--- src/osr_pkg.sv ---
// constants and helpers shared by the status readback block
package osr_pkg;
   localparam int unsigned ADDR_W = 6;
   localparam int unsigned DATA_W = 8;
   localparam int unsigned CONV_W = 10;
   localparam int unsigned MON_W = 8;

   // register numbers, used directly as read addresses
   localparam logic [5:0] REG_CONV_UPPER = 6'h28;
   localparam logic [5:0] REG_CONV_LOWER = 6'h29;
   localparam logic [5:0] REG_RX_STATUS = 6'h2A;
   localparam logic [5:0] REG_TX_STATUS = 6'h2B;
   localparam logic [5:0] REG_ADJ_FIRST = 6'h2C;
   localparam logic [5:0] REG_ADJ_LAST = 6'h37;

   // field positions
   localparam int unsigned RX_LIVE_BIT = 5;
   localparam int unsigned RX_STICKY_BIT = 4;
   localparam int unsigned TX_FAULT_BIT = 5;
   localparam int unsigned TX_DRIVER_DISABLED_FLAG_BIT = 4;
   localparam int unsigned RCLR_RSVD_BIT = 6;

   // values after reset, and the value that reserved bits read
   localparam logic [7:0] RST_BYTE = 8'h00;
   localparam logic [9:0] RST_CONV = 10'h000;
   localparam logic [7:0] RSVD_READ = 8'h00;

   typedef logic [7:0] osr_byte_t;

   // fault when the digital monitor is selected and the level reaches the threshold
   function automatic logic osr_reaches(input logic sel, input logic [7:0] level,
                                        input logic [7:0] thresh);
      osr_reaches = sel && (level >= thresh);
   endfunction
endpackage

--- src/osr_fault_if.sv ---
// transmit fault monitor signals between the readback core and the monitor
`timescale 1ns/100ps
interface osr_fault_if;
   logic [7:0] bias_level;
   logic [7:0] pd_level;
   logic [7:0] bias_fault_threshold;
   logic [7:0] power_fault_threshold;
   logic digital_bias_monitor_select;
   logic digital_photodiode_monitor_select;
   logic fault_clear;
   logic fault_detect;
   logic tx_fault_flag;
   logic tx_driver_disabled_flag;

   modport mon (
      input bias_level,
      input pd_level,
      input bias_fault_threshold,
      input power_fault_threshold,
      input digital_bias_monitor_select,
      input digital_photodiode_monitor_select,
      input fault_clear,
      output fault_detect,
      output tx_fault_flag,
      output tx_driver_disabled_flag
   );

   modport core (
      output bias_level,
      output pd_level,
      output bias_fault_threshold,
      output power_fault_threshold,
      output digital_bias_monitor_select,
      output digital_photodiode_monitor_select,
      output fault_clear,
      input fault_detect,
      input tx_fault_flag,
      input tx_driver_disabled_flag
   );
endinterface

--- src/osr_fault_mon.sv ---
// transmit fault detector with latched fault and driver disable
`timescale 1ns/100ps
module osr_fault_mon (
   input wire logic i_core_clk,
   input wire logic i_nrst,
   osr_fault_if.mon fm
);
   logic bias_hit;
   logic pd_hit;
   logic fault_r;
   logic fault_nxt;

   assign bias_hit = osr_pkg::osr_reaches(fm.digital_bias_monitor_select,
                                          fm.bias_level, fm.bias_fault_threshold);
   assign pd_hit = osr_pkg::osr_reaches(fm.digital_photodiode_monitor_select,
                                        fm.pd_level, fm.power_fault_threshold);
   assign fm.fault_detect = bias_hit | pd_hit;

   // a new detection wins over a clear in the same cycle
   assign fault_nxt = fm.fault_detect | (fault_r & ~fm.fault_clear);

   always_ff @(posedge i_core_clk or negedge i_nrst)
   begin
      if (!i_nrst)
      begin
         fault_r <= 1'b0;
      end
      else
      begin
         fault_r <= fault_nxt;
      end
   end

   assign fm.tx_fault_flag = fault_r;
   assign fm.tx_driver_disabled_flag = fault_r;
endmodule

--- src/osr_status_regs.sv ---
// read-only status and converter readback register group
`timescale 1ns/100ps
module osr_status_regs (
   input wire logic i_core_clk,
   input wire logic i_nrst,
   input wire logic i_rd_en,
   input wire logic [5:0] i_rd_addr,
   output logic [7:0] o_rd_data,
   output logic o_rd_valid,
   input wire logic i_conv_valid,
   input wire logic [9:0] i_conv_result,
   input wire logic i_rx_signal_lost,
   input wire logic [7:0] i_bias_level,
   input wire logic [7:0] i_pd_level,
   input wire logic [7:0] i_bias_fault_threshold,
   input wire logic [7:0] i_power_fault_threshold,
   input wire logic i_digital_bias_monitor_select,
   input wire logic i_digital_photodiode_monitor_select,
   input wire logic i_fault_clear,
   output logic o_tx_fault,
   output logic o_tx_driver_disabled,
   output logic o_rx_signal_lost_sticky
);
   osr_fault_if fault_bus ();

   logic [9:0] conv_r;
   logic [9:0] conv_nxt;
   logic [1:0] lower_hold_r;
   logic [1:0] lower_hold_nxt;
   logic lower_hold_vld_r;
   logic lower_hold_vld_nxt;
   logic rx_signal_lost_live_r;
   logic rx_signal_lost_sticky_r;
   logic rx_signal_lost_sticky_nxt;
   logic los_rise;
   logic [7:0] rd_data_r;
   logic [7:0] rd_data_nxt;
   logic rd_valid_r;

   logic hit_upper;
   logic hit_lower;
   logic hit_rx;
   logic hit_tx;
   logic hit_adj;
   logic [7:0] upper_byte;
   logic [7:0] lower_byte;
   logic [7:0] rx_byte;
   logic [7:0] tx_byte;
   logic [1:0] lower_bits;

   // fault monitor hookup
   assign fault_bus.bias_level = i_bias_level;
   assign fault_bus.pd_level = i_pd_level;
   assign fault_bus.bias_fault_threshold = i_bias_fault_threshold;
   assign fault_bus.power_fault_threshold = i_power_fault_threshold;
   assign fault_bus.digital_bias_monitor_select = i_digital_bias_monitor_select;
   assign fault_bus.digital_photodiode_monitor_select = i_digital_photodiode_monitor_select;
   assign fault_bus.fault_clear = i_fault_clear;

   osr_fault_mon u_fault_mon (
      .i_core_clk(i_core_clk),
      .i_nrst(i_nrst),
      .fm(fault_bus.mon)
   );

   // address decode
   assign hit_upper = i_rd_en && (i_rd_addr == osr_pkg::REG_CONV_UPPER);
   assign hit_lower = i_rd_en && (i_rd_addr == osr_pkg::REG_CONV_LOWER);
   assign hit_rx = i_rd_en && (i_rd_addr == osr_pkg::REG_RX_STATUS);
   assign hit_tx = i_rd_en && (i_rd_addr == osr_pkg::REG_TX_STATUS);
   assign hit_adj = i_rd_en && (i_rd_addr >= osr_pkg::REG_ADJ_FIRST)
                    && (i_rd_addr <= osr_pkg::REG_ADJ_LAST);

   // conversion capture, whole word at once
   assign conv_nxt = i_conv_valid ? i_conv_result : conv_r;

   // freeze low bits when upper is read
   assign lower_hold_nxt = hit_upper ? conv_r[1:0] : lower_hold_r;
   assign lower_hold_vld_nxt = hit_upper | (lower_hold_vld_r & ~hit_lower);
   assign lower_bits = lower_hold_vld_r ? lower_hold_r : conv_r[1:0];

   assign upper_byte = conv_r[9:2];
   assign lower_byte = {6'h00, lower_bits};

   // sticky set on rising live loss
   assign los_rise = i_rx_signal_lost & ~rx_signal_lost_live_r;
   assign rx_signal_lost_sticky_nxt = los_rise | (rx_signal_lost_sticky_r & ~hit_rx);

   always_comb
   begin
      rx_byte = osr_pkg::RSVD_READ;
      rx_byte[osr_pkg::RX_LIVE_BIT] = rx_signal_lost_live_r;
      rx_byte[osr_pkg::RX_STICKY_BIT] = rx_signal_lost_sticky_r;
   end

   always_comb
   begin
      tx_byte = osr_pkg::RSVD_READ;
      tx_byte[osr_pkg::TX_FAULT_BIT] = fault_bus.tx_fault_flag;
      tx_byte[osr_pkg::TX_DRIVER_DISABLED_FLAG_BIT] = fault_bus.tx_driver_disabled_flag;
   end

   // read data select; unmapped and reserved addresses read zero
   always_comb
   begin
      rd_data_nxt = osr_pkg::RSVD_READ;
      if (hit_upper)
      begin
         rd_data_nxt = upper_byte;
      end
      else if (hit_lower)
      begin
         rd_data_nxt = lower_byte;
      end
      else if (hit_rx)
      begin
         rd_data_nxt = rx_byte;
      end
      else if (hit_tx)
      begin
         rd_data_nxt = tx_byte;
      end
      else if (hit_adj)
      begin
         rd_data_nxt = osr_pkg::RSVD_READ;
      end
      else
      begin
         rd_data_nxt = osr_pkg::RSVD_READ;
      end
   end

   always_ff @(posedge i_core_clk or negedge i_nrst)
   begin
      if (!i_nrst)
      begin
         conv_r <= osr_pkg::RST_CONV;
         lower_hold_r <= 2'h0;
         lower_hold_vld_r <= 1'b0;
      end
      else
      begin
         conv_r <= conv_nxt;
         lower_hold_r <= lower_hold_nxt;
         lower_hold_vld_r <= lower_hold_vld_nxt;
      end
   end

   always_ff @(posedge i_core_clk or negedge i_nrst)
   begin
      if (!i_nrst)
      begin
         rx_signal_lost_live_r <= 1'b0;
         rx_signal_lost_sticky_r <= 1'b0;
      end
      else
      begin
         rx_signal_lost_live_r <= i_rx_signal_lost;
         rx_signal_lost_sticky_r <= rx_signal_lost_sticky_nxt;
      end
   end

   always_ff @(posedge i_core_clk or negedge i_nrst)
   begin
      if (!i_nrst)
      begin
         rd_data_r <= osr_pkg::RST_BYTE;
         rd_valid_r <= 1'b0;
      end
      else
      begin
         rd_data_r <= rd_data_nxt;
         rd_valid_r <= i_rd_en;
      end
   end

   assign o_rd_data = rd_data_r;
   assign o_rd_valid = rd_valid_r;
   assign o_tx_fault = fault_bus.tx_fault_flag;
   assign o_tx_driver_disabled = fault_bus.tx_driver_disabled_flag;
   assign o_rx_signal_lost_sticky = rx_signal_lost_sticky_r;
endmodule

--- config.mk ---
export PLATFORM = sky130hd
export DESIGN_NAME = osr_status_regs
export DESIGN_NICKNAME = d
export VERILOG_FILES = /design/src/osr_pkg.sv /design/src/osr_fault_if.sv /design/src/osr_fault_mon.sv /design/src/osr_status_regs.sv
export SDC_FILE = /design/constraint.sdc
export NUM_CORES = 1
export LEC_CHECK = 0
export BUFFER_PORTS_ARGS = -buffer_cell sky130_fd_sc_hd__buf_2
export CAP_MARGIN = 20
export CORE_AREA = 2 2 76 60
export DETAILED_ROUTE_END_ITERATION = 7
export DIE_AREA = 0 0 78 62
export PLACE_DENSITY = 0.7
export SYNTH_ARGS = -nofsm -noshare
export SYNTH_HDL_FRONTEND = slang
export SYNTH_SLANG_ARGS = --single-unit
--- constraint.sdc ---
create_clock -name i_core_clk -period 2.4 [get_ports i_core_clk]
set_input_delay 0 -clock i_core_clk [delete_from_list [all_inputs] [get_ports i_core_clk]]
set_output_delay 0 -clock i_core_clk [all_outputs]
set_load 0.02 [all_outputs]
-- Yosys cells after proc, flatten, opt, wreduce, memory -nomap -nowiden
Cells that the tools add are included.
- shift operators: 0
- reduce and logical (&&, ||, !) cells: 6
- muxes and demuxes: 5
- order comparisons: 2
- divide/modulo/power cells: 0
- multipliers: 0
- $add $sub $neg: 0
- bitwise logic cells: 12
- equality and inequality tests: 4
- operators with widths (operator ; count):
    equality test 6 bit (second input constant) ; 4
    >= comparator 8 bit ; 2
    two-way mux 8 bit ; 2
    two-way mux 6 bit ; 2
    logical AND 1 bit ; 6
    bitwise AND 1 bit ; 4
    inverter 1 bit ; 4
    bitwise OR 1 bit ; 4
    two-way mux 2 bit ; 1
- word-level logic and storage cells: 37
- flip-flop bits (word level): 25
- memories: 0
- bits in writable memories: 0
- output and inout port bits: 12
- memory bits (read-only): 0
- bits in latches: 0

-- Depth between registers and ports, before layout
Gate-level depths: netlist of the first run.
- word-level depth: 6
- depth in mapped cells: 6

-- By module
A second synthesis of the first run with hierarchy kept.
- cell total of the unflattened synthesis: 121
- area total of the unflattened synthesis: 1412.6 um2
- modules (own cells, without submodules) (module ; cells each ; area an instance (um2) ; times used):
    osr_status_regs ; 67 ; 973.4 ; 1
    osr_fault_mon ; 54 ; 439.2 ; 1

-- Worst setup path after synthesis of the first run
OpenSTA, ideal clock, no wires.
- path kind: input-to-reg
- from: input port i_pd_level[0]
- to: register u_fault_mon.fault_r, in the netlist u_fault_mon.fm.tx_driver_disabled_flag
- path slack: 1.115 ns
- required time: 2.274 ns
- data arrival time: 1.159 ns
- setup time: 0.126 ns
- cell stages on the path: 6
- cells stage by stage: inv_1 -> ha_1 -> nand2b_4 -> a2111oi_4 -> o211ai_1 -> a221o_1
- word-level cells in the longest chain between the ends: 4
- ends and longest elaborated chain (what ; RTL line ; text):
    from (decl) ; osr_status_regs.sv:14 ; input wire logic [7:0] i_pd_level,
    >= comparator 8 bit ; osr_pkg.sv:33 ; osr_reaches = sel && (level >= thresh);
    logical AND 1 bit ; osr_pkg.sv:33 ;
    bitwise OR 1 bit ; osr_fault_mon.sv:17 ; assign fm.fault_detect = bias_hit | pd_hit;
    bitwise OR 1 bit ; osr_fault_mon.sv:20 ; assign fault_nxt = fm.fault_detect | (fault_r & ~fm.fault_clear);
    via u_fault_mon.fault_nxt ; osr_fault_mon.sv:11 ; logic fault_nxt;
    to (signal assigned) ; osr_fault_mon.sv:30 ; fault_r <= fault_nxt;
    to (decl) ; osr_fault_mon.sv:10 ; logic fault_r;
The timed path passes the listed nets, and every way through them passes these cells.
A chain may end at the register's enable or synchronous reset.

-- Worst setup path in the final report of the first run
- from: input port i_rd_en
- to: register lower_hold_r[0]
- word-level cells in the longest chain between the ends: 1
- ends and longest elaborated chain (what ; RTL line ; text):
    from (decl) ; osr_status_regs.sv:6 ; input wire logic i_rd_en,
    logical AND 1 bit ; osr_status_regs.sv:67 ; assign hit_upper = i_rd_en && (i_rd_addr == osr_pkg::REG_CONV_UPPER);
    to (signal assigned) ; osr_status_regs.sv:144 ; lower_hold_r <= lower_hold_nxt;
    to (decl) ; osr_status_regs.sv:28 ; logic [1:0] lower_hold_r;
Every way passes these cells.

==> flow_results.xml, run 1 <==
<?xml version="1.0" encoding="UTF-8"?>
<metrics>
  <group name="synth">
    <metric name="synth_largest_area_cell" unit="">sky130_fd_sc_hd__dfrtp_1</metric>
    <metric name="synth_edf_count" unit="">0</metric>
    <metric name="synthesis.nets" unit="">194</metric>
    <metric name="fraction_of_the_yosys_area_taken_by_sequential_cells" unit="%">44.8</metric>
    <metric name="proportion_of_netlist_area_held_by_the_largest_area_contributor" unit="%">44.8</metric>
    <metric name="avg_cell_area_syn" unit="sq um">11.4</metric>
    <metric name="flop_and_latch_count_out_of_synthesis" unit="">25</metric>
    <metric name="synth-main-ff-cell" unit="">sky130_fd_sc_hd__dfrtp_1</metric>
    <metric name="post_synth_inst_count" unit="">122</metric>
    <metric name="yosysWarningCount" unit="">0</metric>
    <metric name="netlist_area" unit="sq um">1400</metric>
    <metric name="synth.distinct_cells" unit="">29</metric>
    <metric name="yosys-top-cells-area" unit="">sky130_fd_sc_hd__dfrtp_1, sky130_fd_sc_hd__ha_1, sky130_fd_sc_hd__mux2_2</metric>
    <metric name="synthArstFlopShare" unit="%">100</metric>
  </group>
  <group name="worst_setup_path">
    <metric name="criticalPathCategory" unit="">in2reg</metric>
    <metric name="cell_at_the_slowest_stage_of_the_critical_path" unit="">sky130_fd_sc_hd__dlygate4sd3_1</metric>
    <metric name="cpPeakStageDelay" unit="ns">0.52</metric>
    <metric name="cp_cell_sequence" unit="">dlygate4sd3_1, buf_2, and4bb_1, nand2_2, nor3_4, mux2_2</metric>
    <metric name="critPathLaunchType" unit="">input port</metric>
    <metric name="r2r_slack" unit="ns">1.18</metric>
    <metric name="critical_path_required" unit="ns">2.56</metric>
    <metric name="crit_path_max_fanout" unit="">7</metric>
    <metric name="reg2reg_depth" unit="">2</metric>
    <metric name="cp.arrival" unit="ns">1.56</metric>
    <metric name="r2r-end" unit="">o_rd_data[1]</metric>
    <metric name="timing.rr.start" unit="">lower_hold_vld_r</metric>
    <metric name="endpoint_kind" unit="">flip-flop</metric>
  </group>
  <group name="floorplan">
    <metric name="core_area" unit="sq um">4200</metric>
    <metric name="number_of_i_o_pins" unit="">68</metric>
    <metric name="die_area" unit="sq um">4840</metric>
    <metric name="initial_utilization" unit="%">33.2</metric>
    <metric name="die_w" unit="um">78</metric>
    <metric name="core.rowCount" unit="">21</metric>
    <metric name="fp.dieH" unit="um">62</metric>
  </group>
  <group name="cts">
    <metric name="h_tree_depth" unit="">1</metric>
    <metric name="cts_root_buf" unit="">sky130_fd_sc_hd__clkbuf_8</metric>
    <metric name="cts_tree" unit="">yes</metric>
    <metric name="post_cts_resize_count" unit="">0</metric>
    <metric name="total_number_of_clock_tree_sinks" unit="">25</metric>
    <metric name="worst_skew_pair.late_latency" unit="ns">0.27</metric>
    <metric name="clock_tree.buffer_depth" unit="">2</metric>
    <metric name="cts_inserted_buffers" unit="">3</metric>
    <metric name="worst_setup_hold_path_clk_slew" unit="ns">0.09</metric>
  </group>
  <group name="worst_hold_path">
    <metric name="timing.hold.worst_path_depth" unit="">3</metric>
    <metric name="holdCritPathClass" unit="">in2reg</metric>
    <metric name="hold_path.startpoint" unit="">i_rd_addr[3]</metric>
    <metric name="timing.hold.worst_endpoint" unit="">o_rd_data[4]</metric>
  </group>
  <group name="place">
    <metric name="io_buffer_count" unit="">67</metric>
    <metric name="dp_hpwl" unit="um">2300</metric>
    <metric name="placer_congestion_estimate" unit="">0.734</metric>
    <metric name="dp_cells" unit="">242</metric>
    <metric name="placedInstanceArea" unit="sq um">1780</metric>
  </group>
  <group name="power_and_ir_drop">
    <metric name="p_comb_share" unit="%">22.6</metric>
    <metric name="swShare" unit="%">26.0</metric>
    <metric name="power_switching" unit="uW">241</metric>
    <metric name="power" unit="uW">930</metric>
    <metric name="p_clk_share" unit="%">26.8</metric>
    <metric name="max_ir_drop_vdd" unit="mV">0.254</metric>
    <metric name="share_seq_of_total_power" unit="%">50.6</metric>
    <metric name="internal_power" unit="uW">688</metric>
    <metric name="power.density" unit="nW/um^2">472</metric>
    <metric name="p_leak" unit="nW">1.05</metric>
  </group>
  <group name="drt">
    <metric name="final_antenna_net_count" unit="">0</metric>
    <metric name="routed-via-count" unit="">1139</metric>
    <metric name="routed_wl" unit="um">2750</metric>
    <metric name="drc_errors" unit="">0</metric>
    <metric name="detail_route.first_pass.iterations" unit="">3</metric>
    <metric name="viasPerCell" unit="">4.38</metric>
    <metric name="dr.first_iter.drc_count" unit="">18</metric>
    <metric name="avgRoutedWirePerCell" unit="um">10.6</metric>
  </group>
  <group name="sta">
    <metric name="finalSetupTns" unit="ns">0</metric>
    <metric name="worst_slew_pin_tran" unit="ns">0.498</metric>
    <metric name="final-hold-violation-count" unit="">0</metric>
    <metric name="min_period_over_period" unit="%">58.3</metric>
    <metric name="grt_setup_unrepaired" unit="">no</metric>
    <metric name="setup_viol" unit="">0</metric>
    <metric name="final.setup_skew" unit="ns">0.00132</metric>
    <metric name="timing.final.crit_period" unit="ns">1.40</metric>
    <metric name="final_max_slew_viol_count" unit="">0</metric>
    <metric name="max_freq" unit="GHz">0.715</metric>
    <metric name="timing.max_slew.rel_slack" unit="%">65.9</metric>
  </group>
  <group name="grt">
    <metric name="grt_first_pass_wirelength" unit="um">4440</metric>
    <metric name="grt_antenna_before_repair" unit="">0</metric>
    <metric name="grt_util_all_layers" unit="%">11.8</metric>
    <metric name="maximum_number_of_pins_on_one_net_before_global_route_repair" unit="">26</metric>
    <metric name="grt_remaining_overflow" unit="">0</metric>
    <metric name="grt_pass1_vias" unit="">1078</metric>
  </group>
  <group name="layout">
    <metric name="design.final.nets" unit="">276</metric>
    <metric name="post_layout_nonfiller_instances" unit="">260</metric>
    <metric name="post_route_cell_area" unit="sq um">1970</metric>
    <metric name="layout.filler_cells" unit="">414</metric>
    <metric name="layout-drive-gt1-share" unit="%">42.9</metric>
    <metric name="synthToLayoutAreaGrowth" unit="%">41.1</metric>
    <metric name="final_core_util" unit="%">46.8</metric>
    <metric name="insertedDiodeCount" unit="">0</metric>
  </group>
  <group name="job">
    <metric name="maxCapViolations" unit="">0</metric>
  </group>
  <group name="status">
    <metric name="status" unit="">complete, no violations</metric>
  </group>
</metrics>
## registers in the layout, indices dropped and copies added, names as in the netlist
| signal | cells |
|---|---|
| lower_hold_r | 2 |
| conv_r | 10 |
| o_rd_valid | 1 |
| lower_hold_vld_r | 1 |
| o_rd_data | 8 |
| u_fault_mon.fm.tx_driver_disabled_flag | 1 |
| rx_signal_lost_live_r | 1 |
| o_rx_signal_lost_sticky | 1 |
## area by class of cell
| class | instances | area, sq um | area share [%] |
|---|---|---|---|
| flip-flops and latches | 25 | 626 | 31.8 |
| inverters | 17 | 63.8 | 3.24 |
| clock buffers | 3 | 41.3 | 2.10 |
| well taps | 57 | 71.3 | 3.62 |
| multi-input cells | 76 | 683 | 34.7 |
| clock inverters | 1 | 7.51 | 0.381 |
| repair buffers | 81 | 475 | 24.2 |
## per-stage QoR
step	setup WS [ns]	hold slack (ns)
2_1_floorplan	1.12	-0.296
3_3_place_gp	0.977	0.0159
3_5_place_dp	0.949	0.0176
4_1_cts	0.986	0.0607
5_1_grt	0.898	0.0802
6_report	1.00	0.0553
## logic make-up after synthesis
| logic type | share of synthesized area, % |
|---|---|
| buf+inv | 6.19 |
| simple gates | 10.5 |
| compound gates | 11.6 |
| mux | 12.6 |
| flops | 44.8 |
| fa+ha+maj | 14.3 |
## how the worst max path moves through the flow
stage	startpoint	end	slack [ns]	cells after the start
after detailed placement	i_pd_level[0]	u_fault_mon.fm.tx_driver_disabled_flag	0.95	7
after CTS	i_rd_en	lower_hold_r[0]	0.99	6
final	i_rd_en	lower_hold_r[0]	1.00	6
after floorplan	i_pd_level[0]	u_fault_mon.fm.tx_driver_disabled_flag	1.12	6
after global placement	i_pd_level[0]	u_fault_mon.fm.tx_driver_disabled_flag	0.98	7
after global routing	i_rd_en	lower_hold_r[1]	0.90	6
## timing repair
item,CTS,global route
hold endpoints to repair,39,0
setup buffers,0,0
hold buffers,14,0
## Yosys cell counts (2+ instances only)
| cell type | number |
|---|---|
| sky130_fd_sc_hd__dfrtp_1 | 25 |
| sky130_fd_sc_hd__inv_1 | 17 |
| sky130_fd_sc_hd__ha_1 | 16 |
| sky130_fd_sc_hd__mux2_2 | 12 |
| sky130_fd_sc_hd__nor2_1 | 6 |
| sky130_fd_sc_hd__o21ai_0 | 5 |
| sky130_fd_sc_hd__a21oi_1 | 4 |
| sky130_fd_sc_hd__and2_1 | 4 |
| sky130_fd_sc_hd__mux2i_1 | 4 |
| sky130_fd_sc_hd__a2111oi_0 | 3 |
| sky130_fd_sc_hd__buf_2 | 3 |
| sky130_fd_sc_hd__nand2b_1 | 3 |
| sky130_fd_sc_hd__o21a_1 | 3 |
| sky130_fd_sc_hd__nor3_1 | 2 |
## per-layer routing
layer | GRT usage [%] | vias up | share of wire (%) | wire, um
li1 | - | 587 | - | -
met1 | 13.6 | 495 | 43 | 1190
met2 | 21.4 | 55 | 46 | 1280
met3 | 4.34 | 2 | 9.9 | 273
met4 | 3.01 | 0 | 0.51 | 14
met5 | 0 | - | 0 | 0
## power by group through the flow
stage / registers, mW / clock network, mW / logic, mW
after floorplan: 0.481 / 0 / 0.115
after global placement: 0.479 / 0 / 0.192
after detailed placement: 0.480 / 0 / 0.196
after CTS: 0.472 / 0.258 / 0.215
after global routing: 0.476 / 0.274 / 0.237
final: 0.470 / 0.249 / 0.210
## worst max-delay path: cells and delay by family
kind	cells	cell delay (ns)
muxes	1	0.37
and+or+nand+nor	3	0.56
buffers and inverters	2	0.62
## cells in the final DEF (no fill, tap or decap), drive strengths merged
cell         count
mux2i            4
buf             67
o21ai            5
clkinvlp         1
a2111oi          4
a31oi            1
o21a             3
and4bb           1
dfrtp           25
o2111ai          1
and3             1
a21oi            4
nor2             6
nand2b           4
a21o             1
nand2            2
ha              16
mux2            12
nor3             3
a221o            1
nand3            1
nor2b            1
inv             17
clkbuf           3
o211ai           1
and2             4
dlygate4sd3     14
Note: power is estimated with default switching activity, not from simulation.
==> inputs of run 2 (changes only) <==
--- a/config.mk
+++ b/config.mk
@@ -5,12 +5,13 @@
 export SDC_FILE = /design/constraint.sdc
 export NUM_CORES = 1
 export LEC_CHECK = 0
+export ABC_AREA = 1
 export BUFFER_PORTS_ARGS = -buffer_cell sky130_fd_sc_hd__buf_2
 export CAP_MARGIN = 20
-export CORE_AREA = 2 2 76 60
+export CORE_AREA = 2 2 78 61
 export DETAILED_ROUTE_END_ITERATION = 7
-export DIE_AREA = 0 0 78 62
-export PLACE_DENSITY = 0.7
+export DIE_AREA = 0 0 80 63
+export PLACE_DENSITY = 0.72
 export SYNTH_ARGS = -nofsm -noshare
 export SYNTH_HDL_FRONTEND = slang
 export SYNTH_SLANG_ARGS = --single-unit
==> constraint.sdc (replaced) <==
create_clock -name i_core_clk -period 1.2 [get_ports i_core_clk]
set_input_delay 0 -clock i_core_clk [delete_from_list [all_inputs] [get_ports i_core_clk]]
set_output_delay 0 -clock i_core_clk [all_outputs]
set_load 0.02 [all_outputs]
==> run 2 against run 1 <==
Effect of this change: highest routed layer unchanged; area after synthesis grew 4.3%; routed wire length grew 13%; global-route usage grew 1.4 points.
==> flow_results.xml, run 2 <==
<?xml version="1.0" encoding="UTF-8"?>
<metrics>
  <group name="status">
    <metric name="status" unit="">complete, no violations</metric>
  </group>
  <group name="place">
    <metric name="placer_congestion_estimate" unit="">0.735</metric>
    <metric name="io_buffer_count" unit="">67</metric>
    <metric name="dp_hpwl" unit="um">2540</metric>
  </group>
  <group name="worst_hold_path">
    <metric name="hold_path.startpoint" unit="">i_rd_addr[0]</metric>
    <metric name="timing.hold.worst_path_depth" unit="">5</metric>
    <metric name="timing.hold.worst_endpoint" unit="">o_rx_signal_lost_sticky</metric>
    <metric name="holdCritPathClass" unit="">in2reg</metric>
  </group>
  <group name="sta">
    <metric name="final-hold-violation-count" unit="">0</metric>
    <metric name="final.setup_skew" unit="ns">0.00230</metric>
    <metric name="worst_slew_pin_tran" unit="ns">0.526</metric>
    <metric name="finalSetupTns" unit="ns">0</metric>
    <metric name="max_freq" unit="GHz">1.13</metric>
    <metric name="setup_viol" unit="">0</metric>
    <metric name="grt_setup_unrepaired" unit="">no</metric>
    <metric name="timing.final.crit_period" unit="ns">0.881</metric>
    <metric name="min_period_over_period" unit="%">73.4</metric>
    <metric name="final_max_slew_viol_count" unit="">0</metric>
    <metric name="timing.max_slew.rel_slack" unit="%">65.0</metric>
  </group>
  <group name="worst_setup_path">
    <metric name="worst-path-stages" unit="">4</metric>
    <metric name="timing.rr.start" unit="">u_fault_mon.fm.tx_driver_disabled_flag</metric>
    <metric name="cp_top_family" unit="">flip-flops</metric>
    <metric name="reg2reg_depth" unit="">4</metric>
    <metric name="cp_cell_sequence" unit="">nor2_1, nor2_1, o211ai_1, o21ai_2</metric>
    <metric name="critical_path_required" unit="ns">1.35</metric>
    <metric name="worstPathBufferInverterCount" unit="">0</metric>
    <metric name="r2r-end" unit="">o_rd_data[4]</metric>
    <metric name="r2r_slack" unit="ns">0.32</metric>
    <metric name="cpPeakStageDelay" unit="ns">0.42</metric>
    <metric name="criticalPathCategory" unit="">reg2reg</metric>
    <metric name="crit_path_max_fanout" unit="">4</metric>
    <metric name="cell_at_the_slowest_stage_of_the_critical_path" unit="">sky130_fd_sc_hd__dfrtp_1</metric>
    <metric name="cp.arrival" unit="ns">1.03</metric>
    <metric name="critPathLaunchType" unit="">flip-flop</metric>
    <metric name="cpMostUsedCell" unit="">sky130_fd_sc_hd__nor2_1</metric>
    <metric name="endpoint_kind" unit="">flip-flop</metric>
  </group>
  <group name="layout">
    <metric name="top_register" unit="">conv_r</metric>
    <metric name="most-common-layout-cells" unit="">sky130_fd_sc_hd__buf_2, sky130_fd_sc_hd__inv_1, sky130_fd_sc_hd__nand2_1</metric>
    <metric name="largest_register_ffs" unit="">10</metric>
    <metric name="final_core_util" unit="%">48.8</metric>
    <metric name="layout.filler_cells" unit="">437</metric>
    <metric name="synthToLayoutAreaGrowth" unit="%">44.5</metric>
    <metric name="insertedDiodeCount" unit="">0</metric>
    <metric name="final-seq-area" unit="sq um">626</metric>
    <metric name="layout-drive-gt1-share" unit="%">33.1</metric>
    <metric name="final_common_cell" unit="">sky130_fd_sc_hd__buf_2</metric>
    <metric name="design.final.nets" unit="">339</metric>
    <metric name="area_of_combinational_cells_with_multiple_inputs" unit="sq um">651</metric>
  </group>
  <group name="power_and_ir_drop">
    <metric name="share_seq_of_total_power" unit="%">50.5</metric>
    <metric name="p_clk_share" unit="%">26.1</metric>
    <metric name="internal_power" unit="mW">1.34</metric>
    <metric name="power_switching" unit="uW">497</metric>
    <metric name="max_ir_drop_vdd" unit="mV">0.398</metric>
    <metric name="power.density" unit="nW/um^2">871</metric>
    <metric name="p_comb_share" unit="%">23.4</metric>
    <metric name="p_leak" unit="nW">1.25</metric>
    <metric name="swShare" unit="%">27.1</metric>
  </group>
  <group name="cts">
    <metric name="clock_tree.buffer_depth" unit="">2</metric>
    <metric name="worst_skew_pair.late_latency" unit="ns">0.26</metric>
    <metric name="cts_root_buf" unit="">sky130_fd_sc_hd__clkbuf_8</metric>
    <metric name="total_number_of_clock_tree_sinks" unit="">25</metric>
    <metric name="cts_inserted_buffers" unit="">3</metric>
    <metric name="h_tree_depth" unit="">1</metric>
    <metric name="worst_setup_hold_path_clk_slew" unit="ns">0.08</metric>
    <metric name="cts_tree" unit="">yes</metric>
  </group>
  <group name="drt">
    <metric name="dr.first_iter.drc_count" unit="">43</metric>
    <metric name="detail_route.first_pass.iterations" unit="">4</metric>
    <metric name="avgRoutedWirePerCell" unit="um">9.62</metric>
    <metric name="routed-via-count" unit="">1342</metric>
    <metric name="viasPerCell" unit="">4.15</metric>
    <metric name="drc_errors" unit="">0</metric>
    <metric name="routed_wl" unit="um">3110</metric>
    <metric name="final_antenna_net_count" unit="">0</metric>
  </group>
  <group name="floorplan">
    <metric name="number_of_i_o_pins" unit="">68</metric>
    <metric name="fp.dieH" unit="um">63</metric>
    <metric name="die_w" unit="um">80</metric>
    <metric name="core_area" unit="sq um">4310</metric>
    <metric name="core.rowCount" unit="">21</metric>
    <metric name="initial_utilization" unit="%">33.8</metric>
    <metric name="die_area" unit="sq um">5040</metric>
  </group>
  <group name="synth">
    <metric name="post_synth_inst_count" unit="">178</metric>
    <metric name="synth-main-ff-cell" unit="">sky130_fd_sc_hd__dfrtp_1</metric>
    <metric name="synthArstFlopShare" unit="%">100</metric>
    <metric name="flop_and_latch_count_out_of_synthesis" unit="">25</metric>
    <metric name="yosysWarningCount" unit="">0</metric>
    <metric name="synth.distinct_cells" unit="">20</metric>
    <metric name="avg_cell_area_syn" unit="sq um">8.17</metric>
    <metric name="synthesis.nets" unit="">250</metric>
    <metric name="yosys-top-cells-area" unit="">sky130_fd_sc_hd__dfrtp_1, sky130_fd_sc_hd__ha_1, sky130_fd_sc_hd__inv_1</metric>
    <metric name="synth_most_common_cell" unit="">sky130_fd_sc_hd__inv_1</metric>
    <metric name="netlist_area" unit="sq um">1460</metric>
    <metric name="fraction_of_the_yosys_area_taken_by_sequential_cells" unit="%">43.0</metric>
    <metric name="proportion_of_netlist_area_held_by_the_largest_area_contributor" unit="%">43.0</metric>
    <metric name="synth_edf_count" unit="">0</metric>
    <metric name="synth_largest_area_cell" unit="">sky130_fd_sc_hd__dfrtp_1</metric>
    <metric name="synth_top_cells_by_count" unit="">sky130_fd_sc_hd__inv_1, sky130_fd_sc_hd__nand2_1, sky130_fd_sc_hd__dfrtp_1</metric>
  </group>
  <group name="grt">
    <metric name="grt_first_pass_wirelength" unit="um">5310</metric>
    <metric name="grt_remaining_overflow" unit="">0</metric>
    <metric name="grt_pass1_vias" unit="">1285</metric>
    <metric name="grt_util_all_layers" unit="%">13.2</metric>
    <metric name="maximum_number_of_pins_on_one_net_before_global_route_repair" unit="">26</metric>
    <metric name="grt_antenna_before_repair" unit="">0</metric>
  </group>
  <group name="job">
    <metric name="maxCapViolations" unit="">0</metric>
  </group>
</metrics>
==> run 2: how the worst max path moves through the flow <==
stage,start,end,slack (ns)
floorplan,u_fault_mon.fm.tx_driver_disabled_flag,o_rd_data[4],0.29
global placement,i_pd_level[5],u_fault_mon.fm.tx_driver_disabled_flag,0.13
detailed placement,i_pd_level[5],u_fault_mon.fm.tx_driver_disabled_flag,0.13
CTS,i_rd_en,lower_hold_r[0],0.01
global route,lower_hold_vld_r,o_rd_data[1],0.18
finish,u_fault_mon.fm.tx_driver_disabled_flag,o_rd_data[4],0.32
==> run 2: repair_timing <==
item / in CTS / in global routing
setup buffers: 0 / 0
hold buffers: 16 / 1
hold endpoints to repair: 39 / 1
setup endpoints to repair: 0 / 12
resized for setup: 0 / 5
==> run 2: logic make-up after synthesis <==
kind of cell	synth area share (%)
buffers and inverters	12.6
AO/OA/AOI/OAI	12.1
AND/OR/NAND/NOR	18.5
adder cells (fa/ha/maj)	13.8
flip-flops	43.0
==> run 2: routing by layer <==
metal / part of all wire [%] / wire length (um) / vias up / GRT usage, %
met5: 0 / 0 / - / 0
met4: 0.45 / 14 / 0 / 1.27
li1: - / - / 719 / -
met1: 45 / 1390 / 592 / 16.6
met3: 4.7 / 147 / 2 / 3.32
met2: 50 / 1550 / 29 / 23.5
==> run 2: cell type report <==
class | count | area share [%]
tap | 57 | 3.39
multi-input combinational | 107 | 30.9
clock buffer | 3 | 1.96
clock inverter | 1 | 0.238
inverter | 42 | 7.50
timing repair buffer | 88 | 26.2
sequential | 25 | 29.7
==> run 2: power by group through the flow <==
stage | Combinational, mW | Clock [mW] | Sequential (mW)
after global routing | 0.501 | 0.540 | 0.934
after detailed placement | 0.391 | 0 | 0.945
after floorplan | 0.220 | 0 | 0.948
after CTS | 0.432 | 0.501 | 0.928
after global placement | 0.380 | 0 | 0.940
final | 0.429 | 0.478 | 0.926
==> run 2: worst reg2reg max path: cells and delay by family, from the launching register on <==
family,cells,cell delay [ns]
compound gates,2,0.18
flops,1,0.42
simple gates,2,0.17
==> run 2: per-stage QoR <==
stage                     area [sq um]  instances  hold WS (ns)  setup WS, ns  total power, mW
after detailed placement          1870        303        0.0110         0.127             1.34
after floorplan                   1460        178        -0.296         0.291             1.17
after global placement            1870        303        0.0142         0.134             1.32
after CTS                         2080        323        0.0816        0.0133             1.86
final                             2100        323        0.0897         0.319             1.83
after global routing              2100        323         0.115         0.183             1.98
==> inputs of run 3 (changes only) <==
==> constraint.sdc (replaced) <==
create_clock -name i_core_clk -period 0.8 [get_ports i_core_clk]
set_input_delay 0 -clock i_core_clk [delete_from_list [all_inputs] [get_ports i_core_clk]]
set_output_delay 0 -clock i_core_clk [all_outputs]
set_load 0.02 [all_outputs]
==> run 3 against run 2 <==
Effect of this change: highest routed layer unchanged; critical path type is now reg2out; the flow now finishes with violations (negative setup slack); die area stayed put; utilization is 5.0 points higher; global-route usage is 1.2 points higher; combinational power is 84% higher; clock power is 54% higher; worst hold slack worse by 0.012 ns.
==> flow_results.xml, run 3 (synthesis gave the netlist of run 2 again) <==
<?xml version="1.0" encoding="UTF-8"?>
<metrics>
  <group name="status">
    <metric name="status" unit="">finished, violations left</metric>
    <metric name="violations" unit="">negative setup slack</metric>
  </group>
  <group name="worst_hold_path">
    <metric name="timing.hold.worst_endpoint" unit="">o_rx_signal_lost_sticky</metric>
    <metric name="hold_path.startpoint" unit="">i_rd_addr[0]</metric>
    <metric name="timing.hold.worst_path_depth" unit="">5</metric>
    <metric name="holdCritPathClass" unit="">in2reg</metric>
  </group>
  <group name="worst_setup_path">
    <metric name="criticalPathCategory" unit="">reg2out</metric>
    <metric name="timing.rr.start" unit="">u_fault_mon.fm.tx_driver_disabled_flag</metric>
    <metric name="r2r_slack" unit="ns">-0.06</metric>
    <metric name="reg2reg_depth" unit="">4</metric>
    <metric name="endpoint_kind" unit="">output port</metric>
    <metric name="critPathLaunchType" unit="">flip-flop</metric>
    <metric name="cp.arrival" unit="ns">0.92</metric>
    <metric name="crit_path_max_fanout" unit="">3</metric>
    <metric name="r2r-end" unit="">o_rd_data[4]</metric>
    <metric name="critical_path_required" unit="ns">0.80</metric>
  </group>
  <group name="power_and_ir_drop">
    <metric name="swShare" unit="%">27.5</metric>
    <metric name="power_switching" unit="uW">800</metric>
    <metric name="p_clk_share" unit="%">25.2</metric>
    <metric name="power.density" unit="nW/um^2">1250</metric>
    <metric name="share_seq_of_total_power" unit="%">47.6</metric>
    <metric name="power" unit="mW">2.91</metric>
    <metric name="p_comb_share" unit="%">27.2</metric>
    <metric name="p_leak" unit="nW">1.26</metric>
    <metric name="max_ir_drop_vdd" unit="mV">0.500</metric>
    <metric name="internal_power" unit="mW">2.11</metric>
  </group>
  <group name="sta">
    <metric name="timing.final.crit_period" unit="ns">0.919</metric>
    <metric name="worst_slew_pin_tran" unit="ns">0.309</metric>
    <metric name="final.setup_skew" unit="ns">0.00234</metric>
    <metric name="setup_viol" unit="">7</metric>
    <metric name="grt_setup_unrepaired" unit="">yes</metric>
    <metric name="max_freq" unit="GHz">1.09</metric>
    <metric name="finalSetupTns" unit="ns">-0.486</metric>
    <metric name="timing.final.ws_setup" unit="ns">-0.119</metric>
    <metric name="final_max_slew_viol_count" unit="">0</metric>
    <metric name="timing.max_slew.rel_slack" unit="%">79.4</metric>
    <metric name="finalHoldWorstSlack" unit="ns">0.0772</metric>
    <metric name="final-hold-violation-count" unit="">0</metric>
    <metric name="min_period_over_period" unit="%">115</metric>
  </group>
  <group name="cts">
    <metric name="cts_inserted_buffers" unit="">3</metric>
    <metric name="clock_tree.buffer_depth" unit="">2</metric>
    <metric name="total_number_of_clock_tree_sinks" unit="">25</metric>
    <metric name="worst_setup_hold_path_clk_slew" unit="ns">0.08</metric>
    <metric name="cts_root_buf" unit="">sky130_fd_sc_hd__clkbuf_8</metric>
    <metric name="cts_tree" unit="">yes</metric>
    <metric name="post-cts-setup-buffers" unit="">0</metric>
    <metric name="h_tree_depth" unit="">1</metric>
    <metric name="worst_skew_pair.late_latency" unit="ns">0.27</metric>
  </group>
  <group name="floorplan">
    <metric name="die_w" unit="um">80</metric>
    <metric name="initial_utilization" unit="%">33.8</metric>
    <metric name="core_area" unit="sq um">4310</metric>
    <metric name="number_of_i_o_pins" unit="">68</metric>
    <metric name="core.rowCount" unit="">21</metric>
    <metric name="fp.dieH" unit="um">63</metric>
    <metric name="die_area" unit="sq um">5040</metric>
  </group>
  <group name="drt">
    <metric name="drc_errors" unit="">0</metric>
    <metric name="final_antenna_net_count" unit="">0</metric>
    <metric name="avgRoutedWirePerCell" unit="um">9.90</metric>
    <metric name="viasPerCell" unit="">4.22</metric>
    <metric name="dr.first_iter.drc_count" unit="">33</metric>
    <metric name="routed_wl" unit="um">3260</metric>
    <metric name="detail_route.first_pass.iterations" unit="">4</metric>
    <metric name="routed-via-count" unit="">1387</metric>
  </group>
  <group name="layout">
    <metric name="post_route_cell_area" unit="sq um">2320</metric>
    <metric name="layout-drive-gt1-share" unit="%">43.8</metric>
    <metric name="most-common-layout-cells" unit="">sky130_fd_sc_hd__buf_2, sky130_fd_sc_hd__nand2_1, sky130_fd_sc_hd__inv_1</metric>
    <metric name="top_register" unit="">conv_r</metric>
    <metric name="final_common_cell" unit="">sky130_fd_sc_hd__buf_2</metric>
    <metric name="largest_register_ffs" unit="">10</metric>
    <metric name="post_layout_nonfiller_instances" unit="">329</metric>
    <metric name="insertedDiodeCount" unit="">0</metric>
    <metric name="final_core_util" unit="%">53.8</metric>
    <metric name="design.final.nets" unit="">345</metric>
    <metric name="synthToLayoutAreaGrowth" unit="%">59.4</metric>
  </group>
  <group name="grt">
    <metric name="maximum_number_of_pins_on_one_net_before_global_route_repair" unit="">26</metric>
    <metric name="grt_first_pass_wirelength" unit="um">5800</metric>
    <metric name="grt_remaining_overflow" unit="">0</metric>
    <metric name="grt_pass1_vias" unit="">1380</metric>
    <metric name="grt_util_all_layers" unit="%">14.4</metric>
    <metric name="grt_antenna_before_repair" unit="">0</metric>
  </group>
  <group name="place">
    <metric name="io_buffer_count" unit="">67</metric>
    <metric name="placer_congestion_estimate" unit="">0.851</metric>
    <metric name="dp_hpwl" unit="um">2560</metric>
    <metric name="dpl_worst_slack" unit="ns">-0.179</metric>
    <metric name="placedInstanceArea" unit="sq um">2040</metric>
    <metric name="dp_cells" unit="">309</metric>
  </group>
  <group name="job">
    <metric name="maxCapViolations" unit="">0</metric>
  </group>
</metrics>
[run 3: cell type report]
class / instances / area (sq um)
sequential: 25 / 627
clock buffer: 4 / 45.0
tap: 57 / 71.3
fill: 411 / 1990
inverter: 42 / 163
timing repair buffer: 94 / 642
multi-input combinational: 107 / 772
[run 3: metal layers]
metal | global-route usage (%) | routed length, um | up-vias
li1 | - | - | 734
met1 | 19.3 | 1440 | 605
met2 | 23.1 | 1560 | 40
met3 | 3.18 | 188 | 8
met4 | 4.45 | 62 | 0
met5 | 0 | 0 | -
[run 3: what timing repair did]
action                                  in CTS  in global routing
endpoints found under the setup margin      12                 15
pin swaps                                    4                  5
cloned                                       0                  0
resized for setup                           19                  6
hold buffers                                16                  0
endpoints found under the hold margin       39                  0
[run 3: worst max-delay path by stage]
stage / depth (start not counted) / to / start
5_1_grt: 2 / o_tx_driver_disabled / u_fault_mon.fm.tx_driver_disabled_flag
6_report: 2 / o_tx_fault / u_fault_mon.fm.tx_driver_disabled_flag
3_5_place_dp: 8 / u_fault_mon.fm.tx_driver_disabled_flag / i_power_fault_threshold[7]
4_1_cts: 2 / o_tx_fault / u_fault_mon.fm.tx_driver_disabled_flag
2_1_floorplan: 4 / o_rd_data[4] / u_fault_mon.fm.tx_driver_disabled_flag
3_3_place_gp: 8 / u_fault_mon.fm.tx_driver_disabled_flag / i_power_fault_threshold[7]
[run 3: worst max-delay path, stage by stage, from the launching register on]
cell                      delay [ns]
sky130_fd_sc_hd__dfrtp_2        0.41
sky130_fd_sc_hd__buf_6          0.12
sky130_fd_sc_hd__buf_6          0.12
[run 3: power by group through the flow]
stage | clock (mW) | combinational, mW | sequential (mW)
floorplan | 0 | 0.376 | 1.43
global placement | 0 | 0.676 | 1.41
detailed placement | 0 | 0.697 | 1.41
CTS | 0.762 | 0.797 | 1.39
global route | 0.799 | 0.912 | 1.40
finish | 0.735 | 0.791 | 1.38
